==> config.mk <==
export PLATFORM = sky130hd
export DESIGN_NAME = plfl_host
export DESIGN_NICKNAME = d
export VERILOG_FILES = /design/src/rtl/plfl_pkg.sv /design/src/rtl/plfl_fifo.sv /design/src/rtl/plfl_host.sv
export VERILOG_INCLUDE_DIRS = /design/src /design/src/rtl
export SDC_FILE = /design/constraint.sdc
export NUM_CORES = 1
export LEC_CHECK = 0
export BUFFER_PORTS_ARGS = -buffer_cell sky130_fd_sc_hd__buf_4
export CAP_MARGIN = 0
export CORE_ASPECT_RATIO = 1.2
export CORE_MARGIN = 4
export CORE_UTILIZATION = 40
export DETAILED_ROUTE_END_ITERATION = 12
export PLACE_DENSITY_LB_ADDON = 0.08
export SLEW_MARGIN = 20
export SYNTH_ARGS = -nofsm -noshare
export SYNTH_HDL_FRONTEND = slang
export SYNTH_SLANG_ARGS = --single-unit
==> constraint.sdc <==
create_clock -name i_clk -period 6.55 [get_ports i_clk]
set_input_delay 1.31 -clock i_clk [delete_from_list [all_inputs] [get_ports i_clk]]
set_output_delay 1.31 -clock i_clk [all_outputs]
set_load 0.02 [all_outputs]
==> src/rtl/plfl_params.svh <==
// Timing counts, field values and sizes of the power-line frame link host
`ifndef PLFL_PARAMS_SVH
`define PLFL_PARAMS_SVH
`define PLFL_CLK_HZ       100000000
`define PLFL_CLK_NS       10
`define PLFL_BAUD         1200
`define PLFL_OVS          16
`define PLFL_CHAR_BITS    11
`define PLFL_LAST_BIT     4'hA
`define PLFL_MID_SAMPLE   4'h7
`define PLFL_PREAMBLE     8'hFF
`define PLFL_HEADER       8'hAA
`define PLFL_TICK_NS      555560
`define PLFL_BUF_BYTES    16
`define PLFL_TX_FIXED     5'h06
`define PLFL_RX_FIXED     5'h04
`define PLFL_MAX_DATA     4'h9
`define PLFL_ACCESS_TICKS 4'h4
`define PLFL_FIFO_DEPTH   8
`define PLFL_BAUD_DIV     (`PLFL_CLK_HZ / (`PLFL_BAUD * `PLFL_OVS))
`define PLFL_TICK_CYCLES  (`PLFL_TICK_NS / `PLFL_CLK_NS)
`endif

==> src/rtl/plfl_pkg.sv <==
// Types of the power-line frame link host
package plfl_pkg;
    typedef enum logic [1:0] {TX_IDLE, TX_LOAD, TX_SEND} plfl_tx_state_t;
    typedef enum logic {RX_HUNT, RX_FIELDS} plfl_rx_state_t;
endpackage : plfl_pkg

==> src/rtl/plfl_fifo.sv <==
// Data FIFO with valid and ready on both sides
`timescale 1ns/1ps
module plfl_fifo #(
    parameter int W     = 8,
    parameter int DEPTH = 8
) (
    input  wire logic         i_clk,
    input  wire logic         i_rst,
    input  wire logic         i_in_valid,
    input  wire logic [W-1:0] i_in_data,
    output logic              o_in_ready,
    output logic              o_out_valid,
    output logic [W-1:0]      o_out_data,
    input  wire logic         i_out_ready
);
    localparam int AW = $clog2(DEPTH);
    logic [W-1:0] mem [DEPTH];
    logic [AW-1:0] wr_q, wr_d, rd_q, rd_d;
    logic [AW:0]   cnt_q, cnt_d;
    logic          push, pop;

    assign o_in_ready  = (cnt_q != (AW+1)'(DEPTH));
    assign o_out_valid = (cnt_q != '0);
    assign o_out_data  = mem[rd_q];

    always_comb
    begin
        push  = i_in_valid && o_in_ready;
        pop   = o_out_valid && i_out_ready;
        wr_d  = push ? ((wr_q == AW'(DEPTH-1)) ? '0 : wr_q + 1'b1) : wr_q;
        rd_d  = pop ? ((rd_q == AW'(DEPTH-1)) ? '0 : rd_q + 1'b1) : rd_q;
        cnt_d = cnt_q + (AW+1)'(push) - (AW+1)'(pop);
    end

    always_ff @(posedge i_clk or posedge i_rst)
    begin
        if (i_rst)
        begin
            wr_q  <= '0;
            rd_q  <= '0;
            cnt_q <= '0;
        end
        else
        begin
            wr_q  <= wr_d;
            rd_q  <= rd_d;
            cnt_q <= cnt_d;
        end
    end

    always_ff @(posedge i_clk)
    begin
        if (push)
        begin
            mem[wr_q] <= i_in_data;
        end
    end
endmodule : plfl_fifo

==> src/rtl/plfl_host.sv <==
// Host frame engine driving a half-duplex power-line FSK modem
// How it works
// - Each character: start, eight data, odd parity, stop; eleven bits.
// - Serial characters run at 1200 baud.
// - Receiver checks odd parity per byte and flags errors on its own.
// - Frame order: preamble, header, house, control, source, dest, data, checksum.
// - First field is preamble FFh, training the demodulator.
// - Second field is header AAh.
// - Received frames with a foreign house address are dropped.
// - Received checksum is verified; mismatch flags the frame erroneous.
// - Writing the checksum into the transmit buffer starts sending.
// - Transmit-buffer-empty after each byte but the checksum loads the next one.
// - While hunting, each received byte is compared with the compare value.
// - A match raises header-match and following bytes become frame fields.
// - Each byte completed in receive direction raises a receive-byte event; only bytes after a header match are stored.
// - Transmit and receive frame buffers hold sixteen bytes each.
// - Each timer tick updates access timing and strobes the modem watchdog.
// - Three outputs go to the modem: serial data, direction select and watchdog strobe.
// - Direction low selects transmit, high selects receive.
// - Watchdog falling edges at least 800us apart, at most 1.5s.
// - Each bit spans sixteen oversampling periods.
`timescale 1ns/1ps
`include "plfl_params.svh"
module plfl_host #(
    parameter int BAUD_DIV    = `PLFL_BAUD_DIV,
    parameter int TICK_CYCLES = `PLFL_TICK_CYCLES
) (
    input  wire logic       i_clk,
    input  wire logic       i_rst,
    input  wire logic [7:0] i_house_addr,
    input  wire logic [7:0] i_hdr_cmp,
    input  wire logic [7:0] i_link_ctrl,
    input  wire logic [7:0] i_src_addr,
    input  wire logic [7:0] i_dst_addr,
    input  wire logic [3:0] i_tx_len,
    input  wire logic       i_tx_start,
    output logic            o_tx_busy,
    output logic            o_tx_done,
    input  wire logic       i_data_valid,
    input  wire logic [7:0] i_data,
    output logic            o_data_ready,
    input  wire logic [3:0] i_rx_len,
    output logic            o_rx_done,
    output logic            o_rx_err,
    input  wire logic [3:0] i_rx_rd_addr,
    output logic [7:0]      o_rx_rd_data,
    output logic            o_rx_byte_event,
    output logic [7:0]      o_rx_byte,
    output logic            o_parity_err,
    output logic            o_header_match_event,
    output logic            o_tx_buffer_empty_event,
    output logic            o_carrier_event,
    output logic            o_access_ok,
    input  wire logic       i_carrier_sense_n,
    input  wire logic       i_modem_reset_out,
    input  wire logic       i_rxd,
    output logic            o_txd,
    output logic            o_dir_rx,
    output logic            o_modem_watchdog_strobe
);
    function automatic logic odd_par(input logic [7:0] b);
        odd_par = ~^b;
    endfunction : odd_par

    function automatic logic [7:0] sum8(input logic [7:0] a, input logic [7:0] b);
        sum8 = a + b;
    endfunction : sum8

    function automatic logic [3:0] clamp_len(input logic [3:0] l);
        clamp_len = (l > `PLFL_MAX_DATA) ? `PLFL_MAX_DATA : l;
    endfunction : clamp_len

    // Baud and tick dividers, carrier and access timing
    logic [12:0] div_q, div_d;
    logic [16:0] tick_q, tick_d;
    logic        ovs_en, tick;
    logic        wd_q, wd_d, cs_q, cs_d, cev_q, cev_d;
    logic [3:0]  acc_q, acc_d;

    always_comb
    begin
        ovs_en = (div_q == 13'(BAUD_DIV - 1));
        div_d  = ovs_en ? '0 : div_q + 1'b1;
        tick   = (tick_q == 17'(TICK_CYCLES - 1));
        tick_d = tick ? '0 : tick_q + 1'b1;
        // Toggling per tick keeps falling edges two ticks apart, above 800us
        wd_d   = tick ? ~wd_q : wd_q;
        cs_d   = i_carrier_sense_n;
        cev_d  = cs_q && !i_carrier_sense_n;
        acc_d  = acc_q;
        if (!i_carrier_sense_n)
        begin
            acc_d = '0;
        end
        else if (tick && acc_q != `PLFL_ACCESS_TICKS)
        begin
            acc_d = acc_q + 1'b1;
        end
    end

    always_ff @(posedge i_clk or posedge i_rst)
    begin
        if (i_rst)
        begin
            div_q  <= '0;
            tick_q <= '0;
            wd_q   <= 1'b1;
            cs_q   <= 1'b1;
            cev_q  <= 1'b0;
            acc_q  <= '0;
        end
        else
        begin
            div_q  <= div_d;
            tick_q <= tick_d;
            wd_q   <= wd_d;
            cs_q   <= cs_d;
            cev_q  <= cev_d;
            acc_q  <= acc_d;
        end
    end

    assign o_modem_watchdog_strobe = wd_q;
    assign o_carrier_event         = cev_q;
    assign o_access_ok             = (acc_q == `PLFL_ACCESS_TICKS);

    // Serial transmitter
    logic        utx_busy_q, utx_busy_d, utx_load, tbe_q, tbe_d;
    logic [10:0] utx_sh_q, utx_sh_d;
    logic [3:0]  utx_bit_q, utx_bit_d, utx_ovs_q, utx_ovs_d;
    logic [7:0]  utx_byte;

    always_comb
    begin
        utx_busy_d = utx_busy_q;
        utx_sh_d   = utx_sh_q;
        utx_bit_d  = utx_bit_q;
        utx_ovs_d  = utx_ovs_q;
        tbe_d      = 1'b0;
        if (utx_load)
        begin
            utx_busy_d = 1'b1;
            utx_sh_d   = {1'b1, odd_par(utx_byte), utx_byte, 1'b0};
            utx_bit_d  = '0;
            utx_ovs_d  = '0;
        end
        else if (utx_busy_q && ovs_en)
        begin
            utx_ovs_d = utx_ovs_q + 1'b1;
            if (utx_ovs_q == 4'hF)
            begin
                utx_sh_d  = {1'b1, utx_sh_q[10:1]};
                utx_bit_d = utx_bit_q + 1'b1;
                if (utx_bit_q == `PLFL_LAST_BIT)
                begin
                    utx_busy_d = 1'b0;
                    tbe_d      = 1'b1;
                end
            end
        end
    end

    always_ff @(posedge i_clk or posedge i_rst)
    begin
        if (i_rst)
        begin
            utx_busy_q <= 1'b0;
            utx_sh_q   <= 11'h7FF;
            utx_bit_q  <= '0;
            utx_ovs_q  <= '0;
            tbe_q      <= 1'b0;
        end
        else
        begin
            utx_busy_q <= utx_busy_d;
            utx_sh_q   <= utx_sh_d;
            utx_bit_q  <= utx_bit_d;
            utx_ovs_q  <= utx_ovs_d;
            tbe_q      <= tbe_d;
        end
    end

    assign o_txd                   = utx_sh_q[0];
    assign o_tx_buffer_empty_event = tbe_q;

    // Serial receiver, sampled mid-bit at the oversampling rate
    logic        urx_act_q, urx_act_d, rxb_q, rxb_d, perr_q, perr_d;
    logic [10:0] urx_sh_q, urx_sh_d;
    logic [3:0]  urx_bit_q, urx_bit_d, urx_ovs_q, urx_ovs_d;
    logic [7:0]  rxbyte_q, rxbyte_d;

    always_comb
    begin
        urx_act_d = urx_act_q;
        urx_sh_d  = urx_sh_q;
        urx_bit_d = urx_bit_q;
        urx_ovs_d = urx_ovs_q;
        rxb_d     = 1'b0;
        perr_d    = 1'b0;
        rxbyte_d  = rxbyte_q;
        if (ovs_en)
        begin
            if (!urx_act_q)
            begin
                if (!i_rxd)
                begin
                    urx_act_d = 1'b1;
                    urx_bit_d = '0;
                    urx_ovs_d = '0;
                end
            end
            else
            begin
                urx_ovs_d = urx_ovs_q + 1'b1;
                if (urx_ovs_q == `PLFL_MID_SAMPLE)
                begin
                    urx_sh_d  = {i_rxd, urx_sh_q[10:1]};
                    urx_bit_d = urx_bit_q + 1'b1;
                    if (urx_bit_q == '0 && i_rxd)
                    begin
                        urx_act_d = 1'b0; // Glitch, not a start bit
                    end
                    else if (urx_bit_q == `PLFL_LAST_BIT)
                    begin
                        urx_act_d = 1'b0;
                        // Deaf while transmitting: the line echoes our own bytes
                        rxb_d     = o_dir_rx;
                        rxbyte_d  = urx_sh_q[9:2];
                        perr_d    = o_dir_rx && ((urx_sh_q[10] != odd_par(urx_sh_q[9:2]))
                                    || !i_rxd);
                    end
                end
            end
        end
    end

    always_ff @(posedge i_clk or posedge i_rst)
    begin
        if (i_rst)
        begin
            urx_act_q <= 1'b0;
            urx_sh_q  <= '0;
            urx_bit_q <= '0;
            urx_ovs_q <= '0;
            rxb_q     <= 1'b0;
            perr_q    <= 1'b0;
            rxbyte_q  <= '0;
        end
        else
        begin
            urx_act_q <= urx_act_d;
            urx_sh_q  <= urx_sh_d;
            urx_bit_q <= urx_bit_d;
            urx_ovs_q <= urx_ovs_d;
            rxb_q     <= rxb_d;
            perr_q    <= perr_d;
            rxbyte_q  <= rxbyte_d;
        end
    end

    assign o_rx_byte_event = rxb_q;
    assign o_rx_byte       = rxbyte_q;
    assign o_parity_err    = perr_q;

    // Transmit framer fed from the data FIFO
    plfl_pkg::plfl_tx_state_t txs_q, txs_d;
    logic [7:0] txbuf [`PLFL_BUF_BYTES];
    logic [4:0] tidx_q, tidx_d, tlast_q, tlast_d;
    logic [3:0] tlen_q, tlen_d;
    logic [7:0] tsum_q, tsum_d, twr_data;
    logic       twr, fifo_valid, fifo_pop, dir_q, dir_d, tdone_q, tdone_d;
    logic [3:0] twr_addr;
    logic [7:0] fifo_data;

    plfl_fifo #(
        .W     (8),
        .DEPTH (`PLFL_FIFO_DEPTH)
    ) u_fifo (
        .i_clk       (i_clk),
        .i_rst       (i_rst),
        .i_in_valid  (i_data_valid),
        .i_in_data   (i_data),
        .o_in_ready  (o_data_ready),
        .o_out_valid (fifo_valid),
        .o_out_data  (fifo_data),
        .i_out_ready (fifo_pop)
    );

    always_comb
    begin
        txs_d    = txs_q;
        tidx_d   = tidx_q;
        tlast_d  = tlast_q;
        tlen_d   = tlen_q;
        tsum_d   = tsum_q;
        dir_d    = dir_q;
        tdone_d  = 1'b0;
        twr      = 1'b0;
        twr_addr = tidx_q[3:0];
        twr_data = fifo_data;
        fifo_pop = 1'b0;
        utx_load = 1'b0;
        utx_byte = txbuf[tidx_q[3:0]];
        case (txs_q)
            plfl_pkg::TX_IDLE:
            begin
                if (i_tx_start && o_access_ok && !i_modem_reset_out)
                begin
                    txs_d  = plfl_pkg::TX_LOAD;
                    tidx_d = `PLFL_TX_FIXED;
                    tlen_d = clamp_len(i_tx_len);
                    tsum_d = sum8(sum8(i_house_addr, i_link_ctrl),
                                  sum8(i_src_addr, i_dst_addr));
                end
            end
            plfl_pkg::TX_LOAD:
            begin
                if (tidx_q == `PLFL_TX_FIXED + 5'(tlen_q))
                begin
                    twr      = 1'b1;
                    twr_data = tsum_q;
                    tlast_d  = tidx_q;
                    tidx_d   = '0;
                    dir_d    = 1'b0;
                    txs_d    = plfl_pkg::TX_SEND;
                end
                else if (fifo_valid)
                begin
                    twr      = 1'b1;
                    fifo_pop = 1'b1;
                    tsum_d   = sum8(tsum_q, fifo_data);
                    tidx_d   = tidx_q + 1'b1;
                end
            end
            plfl_pkg::TX_SEND:
            begin
                // Next byte goes out once the empty event has retired the last
                if (!utx_busy_q && !tbe_q)
                begin
                    if (tidx_q > tlast_q)
                    begin
                        dir_d   = 1'b1;
                        tdone_d = 1'b1;
                        txs_d   = plfl_pkg::TX_IDLE;
                    end
                    else
                    begin
                        utx_load = 1'b1;
                        tidx_d   = tidx_q + 1'b1;
                    end
                end
            end
            default:
            begin
                txs_d = plfl_pkg::TX_IDLE;
                dir_d = 1'b1;
            end
        endcase
        if (i_modem_reset_out && txs_q != plfl_pkg::TX_IDLE)
        begin
            txs_d = plfl_pkg::TX_IDLE;
            dir_d = 1'b1;
        end
    end

    always_ff @(posedge i_clk or posedge i_rst)
    begin
        if (i_rst)
        begin
            txs_q   <= plfl_pkg::TX_IDLE;
            tidx_q  <= '0;
            tlast_q <= '0;
            tlen_q  <= '0;
            tsum_q  <= '0;
            dir_q   <= 1'b1;
            tdone_q <= 1'b0;
        end
        else
        begin
            txs_q   <= txs_d;
            tidx_q  <= tidx_d;
            tlast_q <= tlast_d;
            tlen_q  <= tlen_d;
            tsum_q  <= tsum_d;
            dir_q   <= dir_d;
            tdone_q <= tdone_d;
        end
    end

    always_ff @(posedge i_clk)
    begin
        if (txs_q == plfl_pkg::TX_IDLE && txs_d == plfl_pkg::TX_LOAD)
        begin
            txbuf[0] <= `PLFL_PREAMBLE;
            txbuf[1] <= `PLFL_HEADER;
            txbuf[2] <= i_house_addr;
            txbuf[3] <= i_link_ctrl;
            txbuf[4] <= i_src_addr;
            txbuf[5] <= i_dst_addr;
        end
        else if (twr)
        begin
            txbuf[twr_addr] <= twr_data;
        end
    end

    assign o_dir_rx  = dir_q;
    assign o_tx_busy = (txs_q != plfl_pkg::TX_IDLE);
    assign o_tx_done = tdone_q;

    // Receive framer
    plfl_pkg::plfl_rx_state_t rxs_q, rxs_d;
    logic [7:0] rxbuf [`PLFL_BUF_BYTES];
    logic [4:0] rcnt_q, rcnt_d;
    logic [3:0] rlen_q, rlen_d;
    logic [7:0] rsum_q, rsum_d;
    logic       rerr_q, rerr_d, hok_q, hok_d, hm_q, hm_d, rdone_q, rdone_d, rerro_q, rerro_d;

    always_comb
    begin
        rxs_d   = rxs_q;
        rcnt_d  = rcnt_q;
        rlen_d  = rlen_q;
        rsum_d  = rsum_q;
        rerr_d  = rerr_q;
        hok_d   = hok_q;
        hm_d    = 1'b0;
        rdone_d = 1'b0;
        rerro_d = rerro_q;
        case (rxs_q)
            plfl_pkg::RX_HUNT:
            begin
                if (rxb_q && rxbyte_q == i_hdr_cmp)
                begin
                    hm_d   = 1'b1;
                    rxs_d  = plfl_pkg::RX_FIELDS;
                    rcnt_d = '0;
                    rsum_d = '0;
                    rerr_d = 1'b0;
                    rlen_d = clamp_len(i_rx_len);
                end
            end
            plfl_pkg::RX_FIELDS:
            begin
                if (rxb_q)
                begin
                    rcnt_d = rcnt_q + 1'b1;
                    rerr_d = rerr_q || perr_q;
                    if (rcnt_q == '0)
                    begin
                        hok_d = (rxbyte_q == i_house_addr);
                    end
                    if (rcnt_q == `PLFL_RX_FIXED + 5'(rlen_q))
                    begin
                        rxs_d   = plfl_pkg::RX_HUNT;
                        rdone_d = hok_q;
                        rerro_d = rerr_q || perr_q || (rsum_q != rxbyte_q);
                    end
                    else
                    begin
                        rsum_d = sum8(rsum_q, rxbyte_q);
                    end
                end
            end
            default:
            begin
                rxs_d = plfl_pkg::RX_HUNT;
            end
        endcase
        if (!o_dir_rx || i_modem_reset_out)
        begin
            rxs_d = plfl_pkg::RX_HUNT;
        end
    end

    always_ff @(posedge i_clk or posedge i_rst)
    begin
        if (i_rst)
        begin
            rxs_q   <= plfl_pkg::RX_HUNT;
            rcnt_q  <= '0;
            rlen_q  <= '0;
            rsum_q  <= '0;
            rerr_q  <= 1'b0;
            hok_q   <= 1'b0;
            hm_q    <= 1'b0;
            rdone_q <= 1'b0;
            rerro_q <= 1'b0;
        end
        else
        begin
            rxs_q   <= rxs_d;
            rcnt_q  <= rcnt_d;
            rlen_q  <= rlen_d;
            rsum_q  <= rsum_d;
            rerr_q  <= rerr_d;
            hok_q   <= hok_d;
            hm_q    <= hm_d;
            rdone_q <= rdone_d;
            rerro_q <= rerro_d;
        end
    end

    always_ff @(posedge i_clk)
    begin
        if (rxs_q == plfl_pkg::RX_FIELDS && rxb_q)
        begin
            rxbuf[rcnt_q[3:0]] <= rxbyte_q;
        end
    end

    assign o_rx_rd_data         = rxbuf[i_rx_rd_addr];
    assign o_header_match_event = hm_q;
    assign o_rx_done            = rdone_q;
    assign o_rx_err             = rerro_q;
endmodule : plfl_host

==> reports/results.ini <==
[pwr]
peakVddDrop_v = 0.000320
p_per_area_nw_per_um2 = 341
leakage_nw = 9.01

[floorplan]
fp.dieArea_um2 = 56900
die_h_um = 261
fp.dieW_um = 218
io_pins = 97
initial_utilization_pct = 40.4
fp-row-count = 92
design.core.area_um2 = 52600

[sta]
setup_viol = 0
slew_headroom_pct = 21.7
timing.hold.ws_ns = 0.460
slew_violations = 0
fin_skew_ns = 0.0352
post-route-min-period_ns = 4.40
rsz0062_at_grt = false
hold_viol_final = 0
max_freq_mhz = 227
setup_tns_ns = 0
tightest_slew_ns = 1.17
finalCritPeriodShare_pct = 67.2

[clock_network]
path_clk_slew_ns = 0.06
cts_setup_buffers = 0
holdBufCountCts = 0
insertion_delay_ns = 0.60
clock_path_buffers = 3
cts_tree = built
cts_inserted_buffers = 49
clock-root-buffer = clkbuf_16
cts_resized = 0
cts.sinks = 464
cts_htree_levels = 2

[drt]
drt_iter0_drc = 724
antenna_left = 0
routed_wl_um = 49700
drcViolationCount = 0
via_count = 11700
drtPass1Iterations = 4
via_per_inst = 5.23
wl_per_cell_um = 22.2

[yosys]
synth-edff-count = 320
yosys_most_used_dff = edfxtp_1
syn_area_um2 = 21300
syn-num-nets = 1525
async_reset_ff_share_pct = 31.0
seq_area_frac_synth_pct = 62.2
synth_cell_types = 59
synth_area_leader_cell = edfxtp_1
synth_warnings = 0
avgSynthCellArea_um2 = 15.4
syn_inst = 1378
netlist_top_cells_area = edfxtp_1 45%, dfrtp_1 15%, mux4_2 9.3%, ha_1 3.7%, xnor2_1 2.6%
synth_seq_cells = 464
synth.top_cell.area_share_pct = 45.2

[setup_path]
cp-end-kind = output pin
rrSetupSlack_ns = 2.52
critPathKind = in2out
worstPathRequired_ns = 5.24
startpoint_type = input port
cp_max_fo = 32
cp.arrival_ns = 3.09

[cells_and_area]
layout-drive-gt1-share_pct = 24.4
area_growth_pct = 15.3
nFillCells = 4648
multi_input_area_um2 = 7660
finalCoreUtilization_pct = 46.6
final_area_um2 = 24500
antenna_cells = 0
seqCellArea_um2 = 13200
fin_nets = 1641

[place]
routabilityCongestion = 0.802
portBuffers = 96
postPlaceCellArea_um2 = 22800
dp_hpwl_um = 34100

[global_route]
grtUsageTotal_pct = 17.8
grt_antenna_before_repair = 1
grt_pass1_wl_um = 76300
grt_pass1_vias = 12400
grt-ovfl-total = 0
grt_start_max_net_pins = 75

[worst_hold_path]
hp-class = reg2reg

[run_status]
status = complete, no violations

[run]
maxCapViolations = 0

through the flow:
| stage | setup WS [ns] | std cells | power, mW |
|---|---|---|---|
| 6_report | 2.15 | 2239 | 8.37 |
| 5_1_grt | 2.04 | 2239 | 8.79 |
| 4_1_cts | 2.11 | 2239 | 8.51 |
| 3_5_place_dp | 2.11 | 2148 | 5.57 |
| 3_3_place_gp | 2.15 | 2148 | 5.53 |
| 2_1_floorplan | 1.40 | 1378 | 4.96 |
worst max-delay path, cell delays in order:
cell    delay, ns
buf_4        0.49
mux4_2       0.59
mux4_2       0.50
buf_4        0.18
synthesized netlist by cell type (all sizes together) (16+ instances only):
cell,count
a21oi,27
a22o,17
and3,16
buf,21
clkbuf,26
dfrtp,131
edfxtp,320
fa,17
ha,63
inv,56
mux2,73
mux4,88
nand2,74
nand2b,22
nand3,33
nor2,84
nor3,22
o21ai,48
xnor2,64
xor2,41
final cells by class:
type	instances	area share (%)
clock buffer	65	5.50
clock inverter	26	1.36
inverter	56	0.878
multi-input combinational	811	31.3
sequential	464	54.0
tap	705	3.60
timing repair buffer	112	3.43
sequential cells by signal, summed over array words and instances, names as in the netlist, 8 cells and up:
name        cells
tsum_q          8
txbuf         128
tick_q         17
u_fifo.mem     64
rxbuf         128
urx_sh_q        9
o_rx_byte       8
rsum_q          8
div_q          13
utx_sh_q       10
path summary, 6_finish.rpt:
| kind | startpoint | end | cells past startpoint |
|---|---|---|---|
| max | i_rx_rd_addr[0] | o_rx_rd_data[4] | 4 |
| min | utx_sh_q[1]$_DFFE_PP1P_ | utx_sh_q[0]$_DFFE_PP1P_ | 2 |
| max reg2reg | tidx_q[0]$_DFFE_PP0P_ | txbuf[2][5]$_DFFE_PP_ | 10 |
| min reg2reg | utx_sh_q[1]$_DFFE_PP1P_ | utx_sh_q[0]$_DFFE_PP1P_ | 2 |
| max in group asynchronous | i_rst | rsum_q[1]$_DFFE_PP0P_ | 3 |
| min in group asynchronous | i_rst | div_q[9]$_DFF_PP0_ | 2 |
where the power goes:
group	total, mW	leakage, nW	switching [mW]	internal (mW)
sequential	3.60	4.40	0.156	3.44
clock	2.90	0.819	1.17	1.73
combinational	1.87	3.79	1.07	0.805
cells by family after synthesis:
family,after synthesis,synth area share [%]
buffers and inverters,103,2.08
XOR/XNOR,105,4.33
adder cells (fa/ha/maj),80,5.31
flip-flops,464,62.2
AO/OA/AOI/OAI,148,4.60
multiplexers,167,14.0
AND/OR/NAND/NOR,311,7.41
placed cells by master (no fill, tap or decap), types with 7 or more instances in the layout:
cell / count
a21o_1: 15
a21oi_1: 26
a221oi_1: 8
a22o_1: 17
a22oi_1: 8
and2_1: 10
and3_1: 16
buf_4: 112
bufinv_16: 7
clkbuf_1: 11
clkbuf_16: 50
clkinv_2: 8
dfrtp_1: 130
dfstp_2: 13
edfxtp_1: 320
fa_1: 17
ha_1: 63
inv_1: 55
mux2_1: 12
mux2_2: 29
mux2_4: 32
mux4_2: 88
nand2_1: 74
nand2b_1: 22
nand3_1: 29
nand4_1: 12
nor2_1: 83
nor2b_1: 9
nor3_1: 10
nor3_2: 10
nor4_1: 8
o21ai_0: 41
o21ai_1: 7
xnor2_1: 64
xor2_1: 41
metal layers:
layer	wire length, um	track usage (%)
met2	25200	30.8
met3	2110	3.19
met1	21400	23.4
met4	991	4.46
met5	0	0
(Power assumes the default switching activity.)
